## config.mk

```make
export PLATFORM = sky130hd
export DESIGN_NAME = clocked_serial_master_txrx
export DESIGN_NICKNAME = d
export VERILOG_FILES = /design/src/design/csm_pkg.sv /design/src/design/in_sync.sv /design/src/design/baud_gen.sv /design/src/design/clocked_serial_master_txrx.sv
export VERILOG_INCLUDE_DIRS = /design/src /design/src/design
export SDC_FILE = /design/constraint.sdc
export NUM_CORES = 1
export LEC_CHECK = 0
export ABC_AREA = 1
export BUFFER_PORTS_ARGS = -buffer_cell sky130_fd_sc_hd__buf_2
export CORE_MARGIN = 2
export CORE_UTILIZATION = 64
export DETAILED_ROUTE_END_ITERATION = 7
export HOLD_SLACK_MARGIN = 0.05
export PLACE_DENSITY = 0.95
export SLEW_MARGIN = 20
export SYNTH_ARGS = -nofsm -noshare
export SYNTH_HDL_FRONTEND = slang
export SYNTH_SLANG_ARGS = --single-unit
```

## constraint.sdc

```tcl
create_clock -name core_clk_i -period 10 [get_ports core_clk_i]
set_input_delay 0.5 -clock core_clk_i [delete_from_list [all_inputs] [get_ports core_clk_i]]
set_output_delay 0.5 -clock core_clk_i [all_outputs]
set_load 0.05 [all_outputs]
```

## src/design/csm_regs.svh

```systemverilog
`ifndef CSM_REGS_SVH
`define CSM_REGS_SVH

// Register byte offsets on the AXI4-Lite port
`define CSM_OFS_DATA     5'h00
`define CSM_OFS_CTRL     5'h04
`define CSM_OFS_BAUD     5'h08
`define CSM_OFS_STAT     5'h0C
`define CSM_OFS_IRQ_STAT 5'h10
`define CSM_OFS_IRQ_MASK 5'h14
`define CSM_OFS_OUT_EN   5'h18
`define CSM_OFS_START    5'h1C

// Control field positions
`define CSM_CTRL_MD      0
`define CSM_CTRL_DAP     1
`define CSM_CTRL_CKP     2
`define CSM_CTRL_LSB     3
`define CSM_CTRL_LEN7    4

// Interrupt status bits
`define CSM_IRQ_XFER     0
`define CSM_IRQ_OVR      1

// Reset values
`define CSM_CTRL_RST     5'h00
`define CSM_BAUD_RST     12'h0FF
`define CSM_MASK_RST     2'h0

// Frame figures in half serial clock periods, last index
`define CSM_LAST_K8      4'hF
`define CSM_LAST_K7      4'hD

// Smallest allowed upper divider value, giving one quarter of the clock
`define CSM_DIV_HI_MIN   7'h01

// AXI responses
`define CSM_RESP_OKAY    2'h0
`define CSM_RESP_SLVERR  2'h2

`endif

```

## src/design/csm_pkg.sv

```systemverilog
package csm_pkg;

	typedef struct packed {
		logic len7;
		logic lsb_first;
		logic clock_polarity_select;
		logic data_phase_select;
		logic single_continuous_select;
	} ctrl_t;

	typedef struct packed {
		logic [3:0] prescale_exp;
		logic [7:0] baud_divider_field;
	} baud_t;

	typedef enum logic {ST_IDLE, ST_SHIFT} xfer_state_t;

endpackage

```

## src/design/in_sync.sv

```systemverilog
`timescale 1ns/10ps
module in_sync
(
	input  wire logic core_clk_i,
	input  wire logic reset_i,
	input  wire logic async_i,
	output logic      sync_o
);
	logic meta_q;

	// Two stages before anything reads the pin
	always_ff @(posedge core_clk_i or posedge reset_i)
	begin
		if (reset_i)
		begin
			meta_q <= 1'b0;
			sync_o <= 1'b0;
		end
		else
		begin
			meta_q <= async_i;
			sync_o <= meta_q;
		end
	end
endmodule

```

## src/design/baud_gen.sv

```systemverilog
`timescale 1ns/10ps
module baud_gen
	import csm_pkg::*;
(
	input  wire logic  core_clk_i,
	input  wire logic  reset_i,
	input  wire logic  restart_i,
	input  wire baud_t baud_i,
	output logic       tick_o
);
	`include "csm_regs.svh"

	logic [6:0]  div_hi;
	logic [22:0] half_len;
	logic [22:0] cnt_q;
	logic        hit;

	// Upper divider below one is clamped so the rate never passes a quarter
	assign div_hi   = (baud_i.baud_divider_field[7:1] < `CSM_DIV_HI_MIN) ?
		`CSM_DIV_HI_MIN : baud_i.baud_divider_field[7:1];
	// Half period is (upper divider + 1) shifted by the prescale exponent
	assign half_len = 23'({16'h0000, div_hi} + 23'h000001) << baud_i.prescale_exp;
	assign hit      = (cnt_q == half_len - 23'h000001);

	// Half period counter, restarted at each frame load
	always_ff @(posedge core_clk_i or posedge reset_i)
	begin
		if (reset_i)
			cnt_q <= 23'h000000;
		else if (restart_i || hit)
			cnt_q <= 23'h000000;
		else
			cnt_q <= cnt_q + 23'h000001;
	end

	// One-cycle tick at every half serial period
	always_ff @(posedge core_clk_i or posedge reset_i)
	begin
		if (reset_i)
			tick_o <= 1'b0;
		else
			tick_o <= hit && !restart_i;
	end
endmodule

```

## src/design/clocked_serial_master_txrx.sv

```systemverilog
`timescale 1ns/10ps
module clocked_serial_master_txrx
	import csm_pkg::*;
(
	input  wire logic        core_clk_i,
	input  wire logic        reset_i,
	input  wire logic [4:0]  s_axi_awaddr,
	input  wire logic        s_axi_awvalid,
	output logic             s_axi_awready,
	input  wire logic [31:0] s_axi_wdata,
	input  wire logic [3:0]  s_axi_wstrb,
	input  wire logic        s_axi_wvalid,
	output logic             s_axi_wready,
	output logic [1:0]       s_axi_bresp,
	output logic             s_axi_bvalid,
	input  wire logic        s_axi_bready,
	input  wire logic [4:0]  s_axi_araddr,
	input  wire logic        s_axi_arvalid,
	output logic             s_axi_arready,
	output logic [31:0]      s_axi_rdata,
	output logic [1:0]       s_axi_rresp,
	output logic             s_axi_rvalid,
	input  wire logic        s_axi_rready,
	output logic             serial_clock_pin_o,
	output logic             serial_output_pin_o,
	output logic             serial_output_pin_oe_o,
	input  wire logic        serial_input_pin_i,
	output logic             channel_transfer_irq_o
);
	`include "csm_regs.svh"

	ctrl_t       ctrl_q;
	baud_t       baud_q;
	xfer_state_t state_q;
	logic [4:0]  awaddr_q;
	logic [31:0] wdata_q;
	logic [3:0]  wstrb_q;
	logic        wr_en;
	logic        rd_take;
	logic        rd_data_now;
	logic        wr_mapped;
	logic        rd_mapped;
	logic [31:0] rd_word;
	logic [7:0]  tx_buf_q;
	logic        buffer_full_status_q;
	logic        enabled_q;
	logic [7:0]  serial_output_enable_q;
	logic [1:0]  irq_stat_q;
	logic [1:0]  irq_mask_q;
	logic [1:0]  irq_set;
	logic [7:0]  tx_sh_q;
	logic [7:0]  rx_sh_q;
	logic [7:0]  rx_next;
	logic [7:0]  rx_data_q;
	logic        rx_valid_q;
	logic [3:0]  k_q;
	logic [3:0]  k_last;
	logic        tick;
	logic        si_sync;
	logic        load;
	logic        done;
	logic        drive;
	logic        sample;
	logic        ev_xfer;
	logic        ev_ovr;
	logic        data_wr;

	// Bit leaving the transmit shifter for the chosen order and length
	function automatic logic out_bit(input logic [7:0] v, input ctrl_t c);
		out_bit = c.lsb_first ? v[0] : (c.len7 ? v[6] : v[7]);
	endfunction

	function automatic logic [7:0] shift_tx(input logic [7:0] v, input ctrl_t c);
		shift_tx = c.lsb_first ? {1'b0, v[7:1]} : {v[6:0], 1'b0};
	endfunction

	// Pin input passes two stages before the shifter reads it
	in_sync u_si_sync
	(
		.core_clk_i (core_clk_i),
		.reset_i    (reset_i),
		.async_i    (serial_input_pin_i),
		.sync_o     (si_sync)
	);

	// Half-period ticks, restarted when a frame loads
	baud_gen u_baud
	(
		.core_clk_i (core_clk_i),
		.reset_i    (reset_i),
		.restart_i  (load),
		.baud_i     (baud_q),
		.tick_o     (tick)
	);

	// Bus decode and handshake terms
	assign wr_en       = !s_axi_awready && !s_axi_wready && !s_axi_bvalid;
	assign rd_take     = s_axi_arvalid && s_axi_arready;
	assign rd_data_now = rd_take && (s_axi_araddr == `CSM_OFS_DATA);
	assign wr_mapped   = (awaddr_q[1:0] == 2'h0);
	assign rd_mapped   = (s_axi_araddr[1:0] == 2'h0);
	assign data_wr     = wr_en && wstrb_q[0] && (awaddr_q == `CSM_OFS_DATA);

	// Write address channel, taken once and held until the response is taken
	always_ff @(posedge core_clk_i or posedge reset_i)
	begin
		if (reset_i)
		begin
			s_axi_awready <= 1'b1;
			awaddr_q      <= 5'h00;
		end
		else if (s_axi_awvalid && s_axi_awready)
		begin
			s_axi_awready <= 1'b0;
			awaddr_q      <= s_axi_awaddr;
		end
		else if (s_axi_bvalid && s_axi_bready)
			s_axi_awready <= 1'b1;
	end

	// Write data channel, independent of the address channel
	always_ff @(posedge core_clk_i or posedge reset_i)
	begin
		if (reset_i)
		begin
			s_axi_wready <= 1'b1;
			wdata_q      <= 32'h00000000;
			wstrb_q      <= 4'h0;
		end
		else if (s_axi_wvalid && s_axi_wready)
		begin
			s_axi_wready <= 1'b0;
			wdata_q      <= s_axi_wdata;
			wstrb_q      <= s_axi_wstrb;
		end
		else if (s_axi_bvalid && s_axi_bready)
			s_axi_wready <= 1'b1;
	end

	// Write response one cycle after both halves are held
	always_ff @(posedge core_clk_i or posedge reset_i)
	begin
		if (reset_i)
		begin
			s_axi_bvalid <= 1'b0;
			s_axi_bresp  <= `CSM_RESP_OKAY;
		end
		else if (wr_en)
		begin
			s_axi_bvalid <= 1'b1;
			s_axi_bresp  <= (wr_mapped) ? `CSM_RESP_OKAY : `CSM_RESP_SLVERR;
		end
		else if (s_axi_bready)
			s_axi_bvalid <= 1'b0;
	end

	// Configuration registers with byte lanes honoured
	always_ff @(posedge core_clk_i or posedge reset_i)
	begin
		if (reset_i)
		begin
			ctrl_q                 <= `CSM_CTRL_RST;
			baud_q                 <= `CSM_BAUD_RST;
			irq_mask_q             <= `CSM_MASK_RST;
			serial_output_enable_q <= 8'h00;
		end
		else if (wr_en)
		begin
			unique case (awaddr_q)
				`CSM_OFS_CTRL:
					if (wstrb_q[0])
						ctrl_q <= wdata_q[4:0];
				`CSM_OFS_BAUD:
				begin
					if (wstrb_q[0])
						baud_q.prescale_exp <= wdata_q[3:0];
					if (wstrb_q[1])
						baud_q.baud_divider_field <= wdata_q[15:8];
				end
				`CSM_OFS_IRQ_MASK:
					if (wstrb_q[0])
						irq_mask_q <= wdata_q[1:0];
				`CSM_OFS_OUT_EN:
					if (wstrb_q[0])
						serial_output_enable_q <= wdata_q[7:0];
				default:
					ctrl_q <= ctrl_q;
			endcase
		end
	end

	// Channel enable, set by its start bit; the second start bit has no channel
	always_ff @(posedge core_clk_i or posedge reset_i)
	begin
		if (reset_i)
			enabled_q <= 1'b0;
		else if (wr_en && wstrb_q[0] && awaddr_q == `CSM_OFS_START && wdata_q[0])
			enabled_q <= 1'b1;
	end

	// Transmit buffer; a write while full simply replaces the word
	always_ff @(posedge core_clk_i or posedge reset_i)
	begin
		if (reset_i)
		begin
			tx_buf_q             <= 8'h00;
			buffer_full_status_q <= 1'b0;
		end
		else if (data_wr)
		begin
			tx_buf_q             <= wdata_q[7:0];
			buffer_full_status_q <= 1'b1;
		end
		else if (load)
			buffer_full_status_q <= 1'b0;
	end

	// Frame control terms
	assign k_last  = ctrl_q.len7 ? `CSM_LAST_K7 : `CSM_LAST_K8;
	assign load    = enabled_q && buffer_full_status_q && state_q == ST_IDLE;
	assign done    = state_q == ST_SHIFT && tick && k_q == k_last;
	assign drive   = state_q == ST_SHIFT && tick &&
		(ctrl_q.data_phase_select ? (k_q[0] && k_q != k_last) : !k_q[0]);
	assign sample  = state_q == ST_SHIFT && tick &&
		(ctrl_q.data_phase_select ? !k_q[0] : k_q[0]);
	assign rx_next = !sample ? rx_sh_q :
		(ctrl_q.lsb_first ? {si_sync, rx_sh_q[7:1]} : {rx_sh_q[6:0], si_sync});

	// Frame sequencer and half-period index
	always_ff @(posedge core_clk_i or posedge reset_i)
	begin
		if (reset_i)
		begin
			state_q <= ST_IDLE;
			k_q     <= 4'h0;
		end
		else
		begin
			unique case (state_q)
				ST_IDLE:
					if (load)
					begin
						state_q <= ST_SHIFT;
						k_q     <= 4'h0;
					end
				ST_SHIFT:
					if (done)
						state_q <= ST_IDLE;
					else if (tick)
						k_q <= k_q + 4'h1;
			endcase
		end
	end

	// Serial clock toggles on every tick of a frame and rests at its idle level
	always_ff @(posedge core_clk_i or posedge reset_i)
	begin
		if (reset_i)
			serial_clock_pin_o <= 1'b1;
		else if (state_q == ST_SHIFT && tick)
			serial_clock_pin_o <= !serial_clock_pin_o;
		else if (state_q == ST_IDLE)
			serial_clock_pin_o <= !ctrl_q.clock_polarity_select;
	end

	// Transmit shifter; phase 1 puts the first bit out at load
	always_ff @(posedge core_clk_i or posedge reset_i)
	begin
		if (reset_i)
		begin
			tx_sh_q             <= 8'h00;
			serial_output_pin_o <= 1'b0;
		end
		else if (load && ctrl_q.data_phase_select)
		begin
			serial_output_pin_o <= out_bit(tx_buf_q, ctrl_q);
			tx_sh_q             <= shift_tx(tx_buf_q, ctrl_q);
		end
		else if (load)
			tx_sh_q <= tx_buf_q;
		else if (drive)
		begin
			serial_output_pin_o <= out_bit(tx_sh_q, ctrl_q);
			tx_sh_q             <= shift_tx(tx_sh_q, ctrl_q);
		end
	end

	// Output enable follows the channel bit of the enable register
	always_ff @(posedge core_clk_i or posedge reset_i)
	begin
		if (reset_i)
			serial_output_pin_oe_o <= 1'b0;
		else
			serial_output_pin_oe_o <= serial_output_enable_q[0];
	end

	// Receive shifter and received word; the reader's clear loses to a new word
	always_ff @(posedge core_clk_i or posedge reset_i)
	begin
		if (reset_i)
		begin
			rx_sh_q    <= 8'h00;
			rx_data_q  <= 8'h00;
			rx_valid_q <= 1'b0;
		end
		else
		begin
			rx_sh_q <= load ? 8'h00 : rx_next;
			if (done)
			begin
				rx_valid_q <= 1'b1;
				if (ctrl_q.len7)
					rx_data_q <= ctrl_q.lsb_first ? {1'b0, rx_next[7:1]} :
						{1'b0, rx_next[6:0]};
				else
					rx_data_q <= rx_next;
			end
			else if (rd_data_now)
				rx_valid_q <= 1'b0;
		end
	end

	// Event sources: mode picks the interrupt cause, overrun is the only error
	assign ev_xfer = ctrl_q.single_continuous_select ? load : done;
	assign ev_ovr  = done && rx_valid_q && !rd_data_now;
	assign irq_set = {ev_ovr, ev_xfer};

	// Sticky status, write one to clear, a new event wins
	always_ff @(posedge core_clk_i or posedge reset_i)
	begin
		if (reset_i)
			irq_stat_q <= 2'h0;
		else if (wr_en && wstrb_q[0] && awaddr_q == `CSM_OFS_IRQ_STAT)
			irq_stat_q <= (irq_stat_q & ~wdata_q[1:0]) | irq_set;
		else
			irq_stat_q <= irq_stat_q | irq_set;
	end

	// Level interrupt from unmasked status
	always_ff @(posedge core_clk_i or posedge reset_i)
	begin
		if (reset_i)
			channel_transfer_irq_o <= 1'b0;
		else
			channel_transfer_irq_o <= |(irq_stat_q & irq_mask_q);
	end

	// Read mux
	always_comb
	begin
		rd_word = 32'h00000000;
		unique case (s_axi_araddr)
			`CSM_OFS_DATA:     rd_word = {24'h000000, rx_data_q};
			`CSM_OFS_CTRL:     rd_word = {27'h0, ctrl_q};
			`CSM_OFS_BAUD:     rd_word = {16'h0000, baud_q.baud_divider_field, 4'h0,
				baud_q.prescale_exp};
			`CSM_OFS_STAT:     rd_word = {28'h0000000, enabled_q, rx_valid_q,
				state_q == ST_SHIFT, buffer_full_status_q};
			`CSM_OFS_IRQ_STAT: rd_word = {30'h0, irq_stat_q};
			`CSM_OFS_IRQ_MASK: rd_word = {30'h0, irq_mask_q};
			`CSM_OFS_OUT_EN:   rd_word = {24'h000000, serial_output_enable_q};
			default:           rd_word = 32'h00000000;
		endcase
	end

	// Read channel, answer one cycle after the address is taken
	always_ff @(posedge core_clk_i or posedge reset_i)
	begin
		if (reset_i)
		begin
			s_axi_arready <= 1'b1;
			s_axi_rvalid  <= 1'b0;
			s_axi_rdata   <= 32'h00000000;
			s_axi_rresp   <= `CSM_RESP_OKAY;
		end
		else if (rd_take)
		begin
			s_axi_arready <= 1'b0;
			s_axi_rvalid  <= 1'b1;
			s_axi_rdata   <= rd_word;
			s_axi_rresp   <= rd_mapped ? `CSM_RESP_OKAY : `CSM_RESP_SLVERR;
		end
		else if (s_axi_rvalid && s_axi_rready)
		begin
			s_axi_arready <= 1'b1;
			s_axi_rvalid  <= 1'b0;
		end
	end

	// Serial clock moves only on a tick
	chk_clock_on_tick: assert property (@(posedge core_clk_i) disable iff (reset_i)
		(state_q == ST_SHIFT && $past(state_q == ST_SHIFT) && !$past(tick))
		|-> $stable(serial_clock_pin_o))
		else $error("serial clock moved without a tick");

	chk_single_event: assert property (@(posedge core_clk_i) disable iff (reset_i)
		(done && !ctrl_q.single_continuous_select) |=> irq_stat_q[`CSM_IRQ_XFER])
		else $error("frame end did not set the event in single mode");

	chk_irq_follows: assert property (@(posedge core_clk_i) disable iff (reset_i)
		##1 channel_transfer_irq_o == $past(|(irq_stat_q & irq_mask_q)))
		else $error("interrupt output does not follow masked status");

	chk_fastest_rate: assert property (@(posedge core_clk_i) disable iff (reset_i)
		tick |=> !tick)
		else $error("serial half period shorter than two cycles");

	chk_idle_polarity: assert property (@(posedge core_clk_i) disable iff (reset_i)
		(state_q == ST_IDLE && $past(state_q == ST_IDLE)
		&& $stable(ctrl_q.clock_polarity_select))
		|-> serial_clock_pin_o == !ctrl_q.clock_polarity_select)
		else $error("idle clock level does not match polarity");

	chk_lead_bit: assert property (@(posedge core_clk_i) disable iff (reset_i)
		(load && ctrl_q.data_phase_select)
		|=> serial_output_pin_o == $past(out_bit(tx_buf_q, ctrl_q)))
		else $error("first bit not driven at load in phase 1");

	chk_overwrite: assert property (@(posedge core_clk_i) disable iff (reset_i)
		(data_wr && buffer_full_status_q)
		|=> tx_buf_q == $past(wdata_q[7:0]) && buffer_full_status_q)
		else $error("write while full did not overwrite the buffer");

	chk_overrun_set: assert property (@(posedge core_clk_i) disable iff (reset_i)
		(done && rx_valid_q && !rd_data_now)
		|=> irq_stat_q[`CSM_IRQ_OVR] && rx_valid_q)
		else $error("unread word was overrun without flag");

	chk_frame_ticks: assert property (@(posedge core_clk_i) disable iff (reset_i)
		load |=> state_q == ST_SHIFT && k_q == 4'h0 && !tick)
		else $error("frame did not start at index zero");

endmodule

```

==> results of run 1 <==
stage by stage:
| stage | total power [mW] | worst slack (ps) | cell area, µm² | hold WS, ps |
|---|---|---|---|---|
| floorplan | 2.27 | 5630 | 8510 | 331 |
| global placement | 2.53 | 6410 | 8770 | 334 |
| detailed placement | 2.59 | 6370 | 8770 | 335 |
| CTS | 3.26 | 6280 | 9360 | 168 |
| global route | 3.56 | 5860 | 9360 | 159 |
| finish | 3.31 | 6170 | 9360 | 165 |
worst max-delay path, delay by kind of cell, from the launching register on:
kind	cells	cell delay (ps)
and+or+nand+nor	21	2500
DFF	1	650
adders and majority gates	2	540
final cells by class:
| class | instances | area [µm²] | area share [%] |
|---|---|---|---|
| tap | 172 | 215 | 2.30 |
| inverter | 139 | 527 | 5.63 |
| sequential | 145 | 3640 | 38.9 |
| clock buffer | 17 | 425 | 4.54 |
| timing repair buffer | 64 | 325 | 3.47 |
| clock inverter | 15 | 165 | 1.76 |
| multi-input combinational | 814 | 4060 | 43.4 |
worst paths after layout:
check | slack, ps | to | cells after the start | startpoint
max reg2reg | 6170 | u_baud.cnt_q[3]$_DFF_PP0_ | 23 | baud_q[3]$_DFFE_PP1P_
max in group asynchronous | 8510 | u_baud.cnt_q[21]$_DFF_PP0_ | 3 | reset_i
min reg2reg | 350 | u_si_sync.sync_o$_DFF_PP0_ | 0 | u_si_sync.meta_q$_DFF_PP0_
min | 170 | wdata_q[15]$_DFFE_PP0P_ | 2 | reset_i
min in group core_clk_i | 170 | u_si_sync.meta_q$_DFF_PP0_ | 1 | serial_input_pin_i
max | 6170 | u_baud.cnt_q[3]$_DFF_PP0_ | 23 | baud_q[3]$_DFFE_PP1P_
metal layers:
layer,track usage [%],wire length (µm),vias up,share of wire (%)
li1,-,-,3744,-
met1,42.7,8990,3700,42
met2,50.0,10100,441,47
met3,5.89,1630,74,7.6
met4,13.2,663,0,3.1
met5,0,0,-,0
cell families (layout without fill, tap and decap cells):
family                   after synthesis  count (layout)
AO/OA/AOI/OAI                        170             170
XOR/XNOR                              32              32
adder cells (fa/ha/maj)                4               4
buffers and inverters                190             235
flip-flops                           145             145
multiplexers                          14              14
other                                  1              18
AND/OR/NAND/NOR                      576             576
cells in the mapped netlist, drive strengths merged, types with 13 or more instances:
cell type / count / area share, %
a21oi: 25 / 1.5
buf: 26 / 2.2
clkbuf: 25 / 1.1
dfrtp: 133 / 39
inv: 138 / 6.1
mux2: 13 / 1.7
nand2: 303 / 14
nand3: 101 / 6.9
nand4: 19 / 1.4
nor2: 134 / 6.5
o21ai: 92 / 5.5
o22ai: 15 / 1.1
xor2: 29 / 3.0
where the power goes:
part	leakage [nW]	switching, mW	internal [mW]
sequential	1.87	0.184	0.769
clock	0.285	0.288	0.355
combinational	2.46	1.17	0.539
layout by cell type (no fill, tap or decap), types with 8 or more instances in the layout:
cell and count:
dfrtp_1 133, o211ai_1 10, xor2_1 29, a21oi_1 25, inv_6 8, nand2_1 294, conb_1 18, nand3_1 86
nor3_1 10, nand2_2 8, nand3_2 15, o22ai_1 15, nor2_1 124, buf_2 62, o21ai_0 90, nand4_1 19
clkbuf_16 17, mux2_2 13, dfstp_2 12, inv_1 135
state kept, by name, summed over array words and instances, names as in the netlist, 12 cells and up:
register      count
u_baud.cnt_q     23
baud_q           12
s_axi_rdata      16
wdata_q          16
==> results.cfg, run 1 <==
[clocking]
insertion_delay_ps = 440
clk_pin_slew_ps = 70
htree_num_levels = 4
cts-resized-gates = 0
cts.sinks = 145
cts_setup_buffers = 0
cts_tree = done
hold_buffers = 0
clk_path_buf_depth = 2
cts_buffers = 17
cts_root_buffer = clkbuf_16

[setup_path]
endpoint_kind = register
cpMostUsedCell = nand2_1
path_cells = nor2_1 -> nand3_1 -> nand2_1 -> ha_1 -> nand2_1 -> nand2_1 -> nand4_1 -> ha_1 -> nand2_1 -> nor2_1 -> nand3_2 -> nor2_4 -> nand2_2 -> nor2_4 -> nand2_1 -> nand2_1 -> nand2_1 -> nor2_1 -> nand2_1 -> nor2_1 -> nand2_2 -> nand2_4 -> nor2_1
cp-start-kind = register
max_stage_delay_ps = 650
crit_fanout = 23
crit_type = reg2reg
worstPathRequired_ps = 10320
crit_path_top_delay_cell = dfstp_2
worstPathArrival_ps = 4150

[final_layout]
fin_cells = 1366
diodes = 0
layout-drive-gt1-share_pct = 13.2
fillers = 883
post-route-util_pct = 73.3
fin_nets = 1239
syn_to_final_growth_pct = 10.9

[global_route]
grt_max_degree = 74
gr-total-overflow = 0
grt_pass1_wl_um = 35700
antenna_found_initial = 0
grt_pass1_vias = 7421
grt_usage_pct = 31.5

[floorplan]
core_area_um2 = 12800
ios = 99
dieHeight_um = 119
die_area_um2 = 14100
initial_utilization_pct = 66.1
rows = 41
fp.dieW_um = 119

[hold_path]
min-delay-path-class = in2async

[sta]
maxSlewViolCount = 0
setup_viol = 0
fmax_mhz = 261
setup_tns_ps = 0
hold_viol = 0
relSlewSlack_pct = 31.1
fin_worst_skew_ps = 9.37
rsz0062_at_grt = false
min_period_ps = 3830
tightestPinTransition_ps = 1030
post-route-period-util_pct = 38.3

[drt]
vias_per_cell = 5.83
drc = 0
wl_per_cell_um = 15.6
ant_nets = 0
drt_first_pass_iters = 7
drt_iter0_drc = 875
num_vias = 7959
routed_wirelength_um = 21400

[logic_synthesis]
synth-edff-count = 0
syn-cell-area_um2 = 8440
synth.avg_cell_area_um2 = 7.46
synth_top_family_by_area = simple AND/OR/NAND/NOR gates
synth_mux_area_share_pct = 1.85
yosysUniqueCellTypes = 45
synth_seq_cells = 145
synth_fa_ha_area_share_pct = 0.593
ys.flop_type = dfrtp_1
yosys.area_share.simple_pct = 29.9
synth_xor_area_share_pct = 3.32
synth-compound-area-share_pct = 11.6
ys_seq_area_share_pct = 43.2
synthCells = 1132
yosys_warnings = 0
synthArstFlopShare_pct = 100

[placed_design]
numPortBuffers = 62
gp_congestion = 0.905
placedCellCount = 1334
dp_hpwl_um = 14500

[job]
cap_viol_max_count = 0

[pwr]
p_leak_nw = 4.61
max-vdd-ir-drop_mv = 0.252
p_per_area_nw_per_um2 = 353

[status]
status = finished, final reports clean
(Power assumes the default switching activity.)
==> run 2, diff against run 1 <==
--- a/config.mk
+++ b/config.mk
@@ -9,10 +9,10 @@
 export ABC_AREA = 1
 export BUFFER_PORTS_ARGS = -buffer_cell sky130_fd_sc_hd__buf_2
 export CORE_MARGIN = 2
-export CORE_UTILIZATION = 64
+export CORE_UTILIZATION = 53
 export DETAILED_ROUTE_END_ITERATION = 7
 export HOLD_SLACK_MARGIN = 0.05
-export PLACE_DENSITY = 0.95
+export PLACE_DENSITY = 0.86
 export SLEW_MARGIN = 20
 export SYNTH_ARGS = -nofsm -noshare
 export SYNTH_HDL_FRONTEND = slang
==> constraint.sdc (replaced) <==
create_clock -name core_clk_i -period 3.2 [get_ports core_clk_i]
set_input_delay 0.16 -clock core_clk_i [delete_from_list [all_inputs] [get_ports core_clk_i]]
set_output_delay 0.16 -clock core_clk_i [all_outputs]
set_load 0.05 [all_outputs]
==> run 2 against run 1 <==
Net effect: worst setup slack worse by 6500 ps; via count up 11%; non-clock buffer count up 79; the run now ends with DRC, setup timing left; critical path type unchanged; critical path depth up 3; largest cell class unchanged; sequential share of layout area down 5.3 points; core utilization down 4.2 points; cell count up 9.2%; combinational power rose to 5.1 times the previous value; clock power rose to 3.2 times the previous value; highest routed layer unchanged; design area up 16%; clock-buffer cell count up 2.
==> results.cfg, run 2 (same netlist as run 1, synthesis figures left out) <==
[hold_path]
min-delay-path-class = in2reg
holdCritStartpoint = s_axi_araddr[0]
min_delay_path_depth = 3

[placed_design]
numPortBuffers = 62
gp_congestion = 0.928
placedCellCount = 1416
dp_hpwl_um = 14800

[clocking]
clk_path_buf_depth = 2
cts.sinks = 145
htree_num_levels = 4
cts_buffers = 17
cts_tree = done
insertion_delay_ps = 430
cts_root_buffer = clkbuf_16
clk_pin_slew_ps = 60

[setup_path]
crit_type = reg2reg
max_stage_delay_ps = 540
crit_fanout = 6
crit_path_top_delay_cell = dfstp_2
endpoint_kind = register
r2r_end = u_baud.cnt_q[6]$_DFF_PP0_
worstPathRequired_ps = 3520
r2r_cells = 26
cp-start-kind = register
crit_start = baud_q[5]$_DFFE_PP1P_
cpMostUsedCell = nand2_2
worstSetupEndpoint = u_baud.cnt_q[6]$_DFF_PP0_
reg2reg_from = baud_q[5]$_DFFE_PP1P_
worstPathArrival_ps = 3810
worst-r2r-setup-slack_ps = -290

[job]
cap_viol_max_count = 0

[final_layout]
post-route-util_pct = 69.1
layout-drive-gt1-share_pct = 24.6
mostFrequentLayoutCells = nand2_1 (264), inv_1 (133), dfrtp_1 (133)
largest_reg_flops = 23
syn_to_final_growth_pct = 28.6
final_common_cell = nand2_1
fin_nets = 1321
top_register = u_baud.cnt_q
largestRegisters = u_baud.cnt_q (23), s_axi_rdata (16), wdata_q (16)
diodes = 0
fillers = 1077
fin_cells = 1492

[drt]
drc = 1
num_vias = 8860
wl_per_cell_um = 17.7
routed_wirelength_um = 26400
drt_first_pass_iters = 8
vias_per_cell = 5.94
ant_nets = 0
drt_iter0_drc = 1274

[status]
violations = DRC, setup timing
status = complete, but fails checks

[sta]
tightestPinTransition_ps = 1210
rsz0062_at_grt = true
timing.final.ws_setup_ps = -291
fmax_mhz = 286
min_period_ps = 3490
whs_ps = 145
setup_viol = 24
fin_worst_skew_ps = 8.33
post-route-period-util_pct = 109
maxSlewViolCount = 0
relSlewSlack_pct = 19.4
hold_viol = 0

[floorplan]
dieHeight_um = 130
die_area_um2 = 17000
initial_utilization_pct = 53.7
ios = 99
fp.dieW_um = 130
core_area_um2 = 15700
rows = 46

[global_route]
grt_usage_pct = 27.5
grt_pass1_wl_um = 36800
antenna_found_initial = 0
grt_pass1_vias = 7669
gr-total-overflow = 0
grt_max_degree = 54

[pwr]
max-vdd-ir-drop_mv = 0.783
p_leak_nw = 5.14
p_per_area_nw_per_um2 = 1250
run 2: cell count changes in the layout (fill, tap and decap cells not counted), moves of 12 or more:
cell	change
nand3_4	+14
nor2_1	-39
nand2_2	+20
nor2_4	+29
nand3_1	-26
nand3_2	+12
buf_4	+47
nand2_1	-30
dlygate4sd3_1	+27
run 2: per-layer routing:
| layer | share of wire, % | vias up | wire (µm) | track usage, % |
|---|---|---|---|---|
| li1 | - | 3921 | - | - |
| met1 | 39 | 4090 | 10200 | 37.1 |
| met2 | 46 | 663 | 12200 | 44.0 |
| met3 | 10 | 186 | 2640 | 5.37 |
| met4 | 5.1 | 0 | 1340 | 11.3 |
| met5 | 0 | - | 0 | 0 |
run 2: how the worst min path moves through the flow:
stage	end	slack [ps]
4_1_cts	s_axi_rresp[1]$_DFFE_PP0P_	130
3_3_place_gp	u_si_sync.meta_q$_DFF_PP0_	270
5_1_grt	s_axi_rresp[1]$_DFFE_PP0P_	180
2_1_floorplan	u_si_sync.meta_q$_DFF_PP0_	190
6_report	s_axi_rresp[1]$_DFFE_PP0P_	150
3_5_place_dp	u_si_sync.meta_q$_DFF_PP0_	270
run 2: repair_timing:
item / 4_1_cts / 5_1_grt
setup endpoints to repair: 24 / 24
endpoints found under the hold margin: 67 / 0
buffers inserted: 6 / 7
hold buffers: 27 / 0
pin swaps: 11 / 52
resized for setup: 23 / 144
cloned: 2 / 1
run 2: cell type report:
type | count | area, µm² | area share [%]
Tap cell | 216 | 270 | 2.49
Sequential cell | 145 | 3640 | 33.6
Timing Repair Buffer | 143 | 1040 | 9.57
Clock buffer | 19 | 443 | 4.08
Inverter | 139 | 526 | 4.84
Clock inverter | 13 | 150 | 1.38
Multi-Input combinational cell | 817 | 4780 | 44.1
run 2: report_power, final:
group	switching [mW]	internal (mW)
Sequential	0.412	2.40
Combinational	5.62	3.12
Clock	0.841	1.18
run 2: critical path: cells and delay by family, from the launching register on:
kind                       cells  cell delay (ps)
and+or+nand+nor               24             2600
DFF                            1              540
adders and majority gates      1              180
buffers and inverters          1               50
run 2: metrics by stage:
step | power [mW] | setup TNS [ps] | setup slack (ps) | area (µm²)
finish | 13.6 | -6080 | -291 | 10900
global route | 14.2 | -8500 | -389 | 10900
CTS | 11.3 | 0 | 0.679 | 10200
detailed placement | 8.66 | -2900 | -153 | 9140
global placement | 8.46 | -458 | -23.9 | 9140
floorplan | 7.10 | 0 | 147 | 8510
==> run 3, diff against run 2 <==
--- a/config.mk
+++ b/config.mk
@@ -9,11 +9,12 @@
 export ABC_AREA = 1
 export BUFFER_PORTS_ARGS = -buffer_cell sky130_fd_sc_hd__buf_2
 export CORE_MARGIN = 2
-export CORE_UTILIZATION = 53
+export CORE_UTILIZATION = 54
 export DETAILED_ROUTE_END_ITERATION = 7
 export HOLD_SLACK_MARGIN = 0.05
-export PLACE_DENSITY = 0.86
+export PLACE_DENSITY = 0.87
 export SLEW_MARGIN = 20
 export SYNTH_ARGS = -nofsm -noshare
 export SYNTH_HDL_FRONTEND = slang
+export SYNTH_HIERARCHICAL = 1
 export SYNTH_SLANG_ARGS = --single-unit
==> run 3 against run 2 <==
Net effect: the flow still finishes with violations (DRC, setup timing); via count is 0.28% lower; power decreased by 24%; global-route usage fell by 0.31 points; area after synthesis grew 10%; wire length fell by 5.4%; cell count grew 4.9%; fmax is 6.8% higher; combinational power is 34% lower; clock power hardly changed; synthesized cell count rose by 7.0%.
==> results.cfg, run 3 <==
[logic_synthesis]
yosys.area_share.simple_pct = 39.1
yosys_warnings = 6
ys_seq_area_share_pct = 39.2
netlist_top_cells_area = dfrtp_1 (36%), nand2_1 (14%), nand3_1 (7.2%)
synth-edff-count = 0
synth_xor_area_share_pct = 3.67
synthArstFlopShare_pct = 100
synth_mux_area_share_pct = 1.09
ys.flop_type = dfrtp_1
synth.avg_cell_area_um2 = 7.68
yosysUniqueCellTypes = 43
synth_top_area_cell = dfrtp_1
synthCells = 1211
syn-cell-area_um2 = 9300
synth_seq_cells = 145
synth_fa_ha_area_share_pct = 0.538
synth_top_family_by_area = simple AND/OR/NAND/NOR gates
yosys.area.top_type_share_pct = 35.8
post-synth-top-count-cell = nand2_1
netlist_top_cells_count = nand2_1 (359), nand3_1 (134), dfrtp_1 (133), inv_1 (100), nor2_1 (68)
synth-compound-area-share_pct = 7.60

[placed_design]
post-place-ws_ps = -92.0
gp_congestion = 0.926
placedCellCount = 1493
dp_hpwl_um = 15800
numPortBuffers = 62

[drt]
num_vias = 8835
drt_iter0_drc = 812
routed_wirelength_um = 24900
drc = 1
ant_nets = 0
drt_first_pass_iters = 8
wl_per_cell_um = 15.9
vias_per_cell = 5.65

[global_route]
grt_pass1_wl_um = 39600
grt_max_degree = 53
gr-total-overflow = 0
antenna_found_initial = 1
grt_pass1_vias = 8173
grt_usage_pct = 27.2

[sta]
timing.final.ws_setup_ps = -69.3
post-route-period-util_pct = 102
hold_viol = 0
rsz0062_at_grt = true
setup_tns_ps = -1190
fmax_mhz = 306
setup_viol = 23
fin_worst_skew_ps = 11.2
relSlewSlack_pct = 34.6
tightestPinTransition_ps = 979
maxSlewViolCount = 0
min_period_ps = 3270

[clocking]
cts_root_buffer = clkbuf_16
clk_path_buf_depth = 2
cts_tree = done
htree_num_levels = 4
cts.sinks = 145
clk_pin_slew_ps = 70
cts_buffers = 17
insertion_delay_ps = 440

[final_layout]
fillers = 1244
final_common_cell = nand2_1
fin_nets = 1389
post-route-util_pct = 67.3
fin_cells = 1565
mostFrequentLayoutCells = nand2_1 (341), dfrtp_1 (133), nand3_1 (118)
largestRegisters = u_baud/cnt_q (23), s_axi_rdata (16), wdata_q (16)
layout-drive-gt1-share_pct = 27.3
largest_reg_flops = 23
syn_to_final_growth_pct = 20.8
top_register = u_baud/cnt_q

[floorplan]
die_area_um2 = 18300
ios = 99
initial_utilization_pct = 55.7
rows = 47
dieHeight_um = 135
core_area_um2 = 16700
fp.dieW_um = 135

[setup_path]
endpoint_kind = register
worstPathArrival_ps = 3580
crit_start = baud_q[5]$_DFFE_PP1P_
r2r_cells = 27
worst-r2r-setup-slack_ps = -70
cp-start-kind = register
crit_fanout = 8
worstPathRequired_ps = 3510
worstSetupEndpoint = u_baud/cnt_q[17]$_DFF_PP0_
crit_type = reg2reg
r2r_end = u_baud/cnt_q[17]$_DFF_PP0_
reg2reg_from = baud_q[5]$_DFFE_PP1P_

[status]
status = complete, but fails checks
violations = DRC, setup timing

[pwr]
finalPower_mw = 10.4
p_leak_nw = 5.37
p_per_area_nw_per_um2 = 922
max-vdd-ir-drop_mv = 0.797

[job]
cap_viol_max_count = 0

[hold_path]
min-delay-path-class = in2async
==> run 3: cell count changes after synthesis, sizes merged, moves of 5 or more <==
cell	previous run	this run
a41oi	6	0
buf	26	43
clkbuf	25	13
inv	138	118
nand2	303	386
nand3	101	165
nand4	19	35
nor2	134	116
o211ai	10	2
o21ai	92	85
o22ai	15	0
xor2	29	34
==> run 3: worst min-delay path by stage <==
stage / to / slack, ps / from / depth (start not counted)
after floorplan: u_si_sync/meta_q$_DFF_PP0_ / -100 / reset_i / 1
after global placement: u_si_sync/meta_q$_DFF_PP0_ / 50 / reset_i / 2
after CTS: u_si_sync/meta_q$_DFF_PP0_ / 150 / reset_i / 3
after detailed placement: u_si_sync/meta_q$_DFF_PP0_ / 50 / reset_i / 2
final: u_si_sync/meta_q$_DFF_PP0_ / 150 / reset_i / 3
after global routing: u_si_sync/meta_q$_DFF_PP0_ / 150 / reset_i / 3
==> run 3: critical path, cell delays in order (launching register included) <==
cell	delay, ps
dfstp_2	560
nor2_4	50
nand3_2	90
nand2_2	80
ha_4	180
nand2_4	90
nor2_4	60
nand2_2	90
nand2_1	60
nand3_1	110
nand3_1	110
nand3_1	100
nand3_1	120
nand2_2	110
nand2_1	90
nor2_4	140
nand2_2	60
nor2_1	100
nand2_1	60
nand2_1	100
inv_2	40
nor2_2	90
nand2_1	70
nor2_2	130
nand2_2	100
nand2_4	140
buf_12	170
nor2_4	30
==> run 3: cell type report <==
class                   count  area (µm²)  area share (%)
diodes                      1        2.50          0.0223
clock buffers              19         443            3.94
clock inverters            13         139            1.24
inverters                 119         450            4.01
multi-input cells         908        5270            46.9
flip-flops and latches    145        3640            32.4
well taps                 220         275            2.45
repair buffers            140        1020            9.05
==> run 3: kinds of logic after synthesis <==
group,after synthesis
other,1
AO/OA/AOI/OAI,122
adder cells (fa/ha/maj),4
multiplexers,9
flip-flops,145
XOR/XNOR,39
buffers and inverters,175
AND/OR/NAND/NOR,716
==> run 3: power by group <==
group	leakage, nW	internal [mW]	switching, mW	total [mW]
clock	0.283	1.12	0.890	2.01
combinational	3.21	2.21	3.53	5.73
sequential	1.87	2.26	0.362	2.62
==> run 3: layer usage <==
| layer | up-vias | part of all wire, % | track usage, % |
|---|---|---|---|
| met5 | - | 0 | 0 |
| met4 | 0 | 2.9 | 10.9 |
| met3 | 69 | 7.2 | 5.05 |
| met2 | 442 | 48 | 44.3 |
| met1 | 4196 | 42 | 36.2 |
| li1 | 4128 | - | - |
==> run 3: repair_timing <==
action / 4_1_cts / 5_1_grt
gates resized for setup: 33 / 50
buffers inserted: 7 / 5
setup endpoints to repair: 23 / 24
hold buffers: 27 / 0
hold endpoints to repair: 69 / 0
pin swaps: 20 / 42
==> run 3: metrics by stage <==
step | instance area, µm² | hold slack [ps]
3_5_place_dp | 9930 | 51.7
6_report | 11200 | 150
2_1_floorplan | 9370 | -98.8
3_3_place_gp | 9930 | 50.7
4_1_cts | 11000 | 146
5_1_grt | 11200 | 149
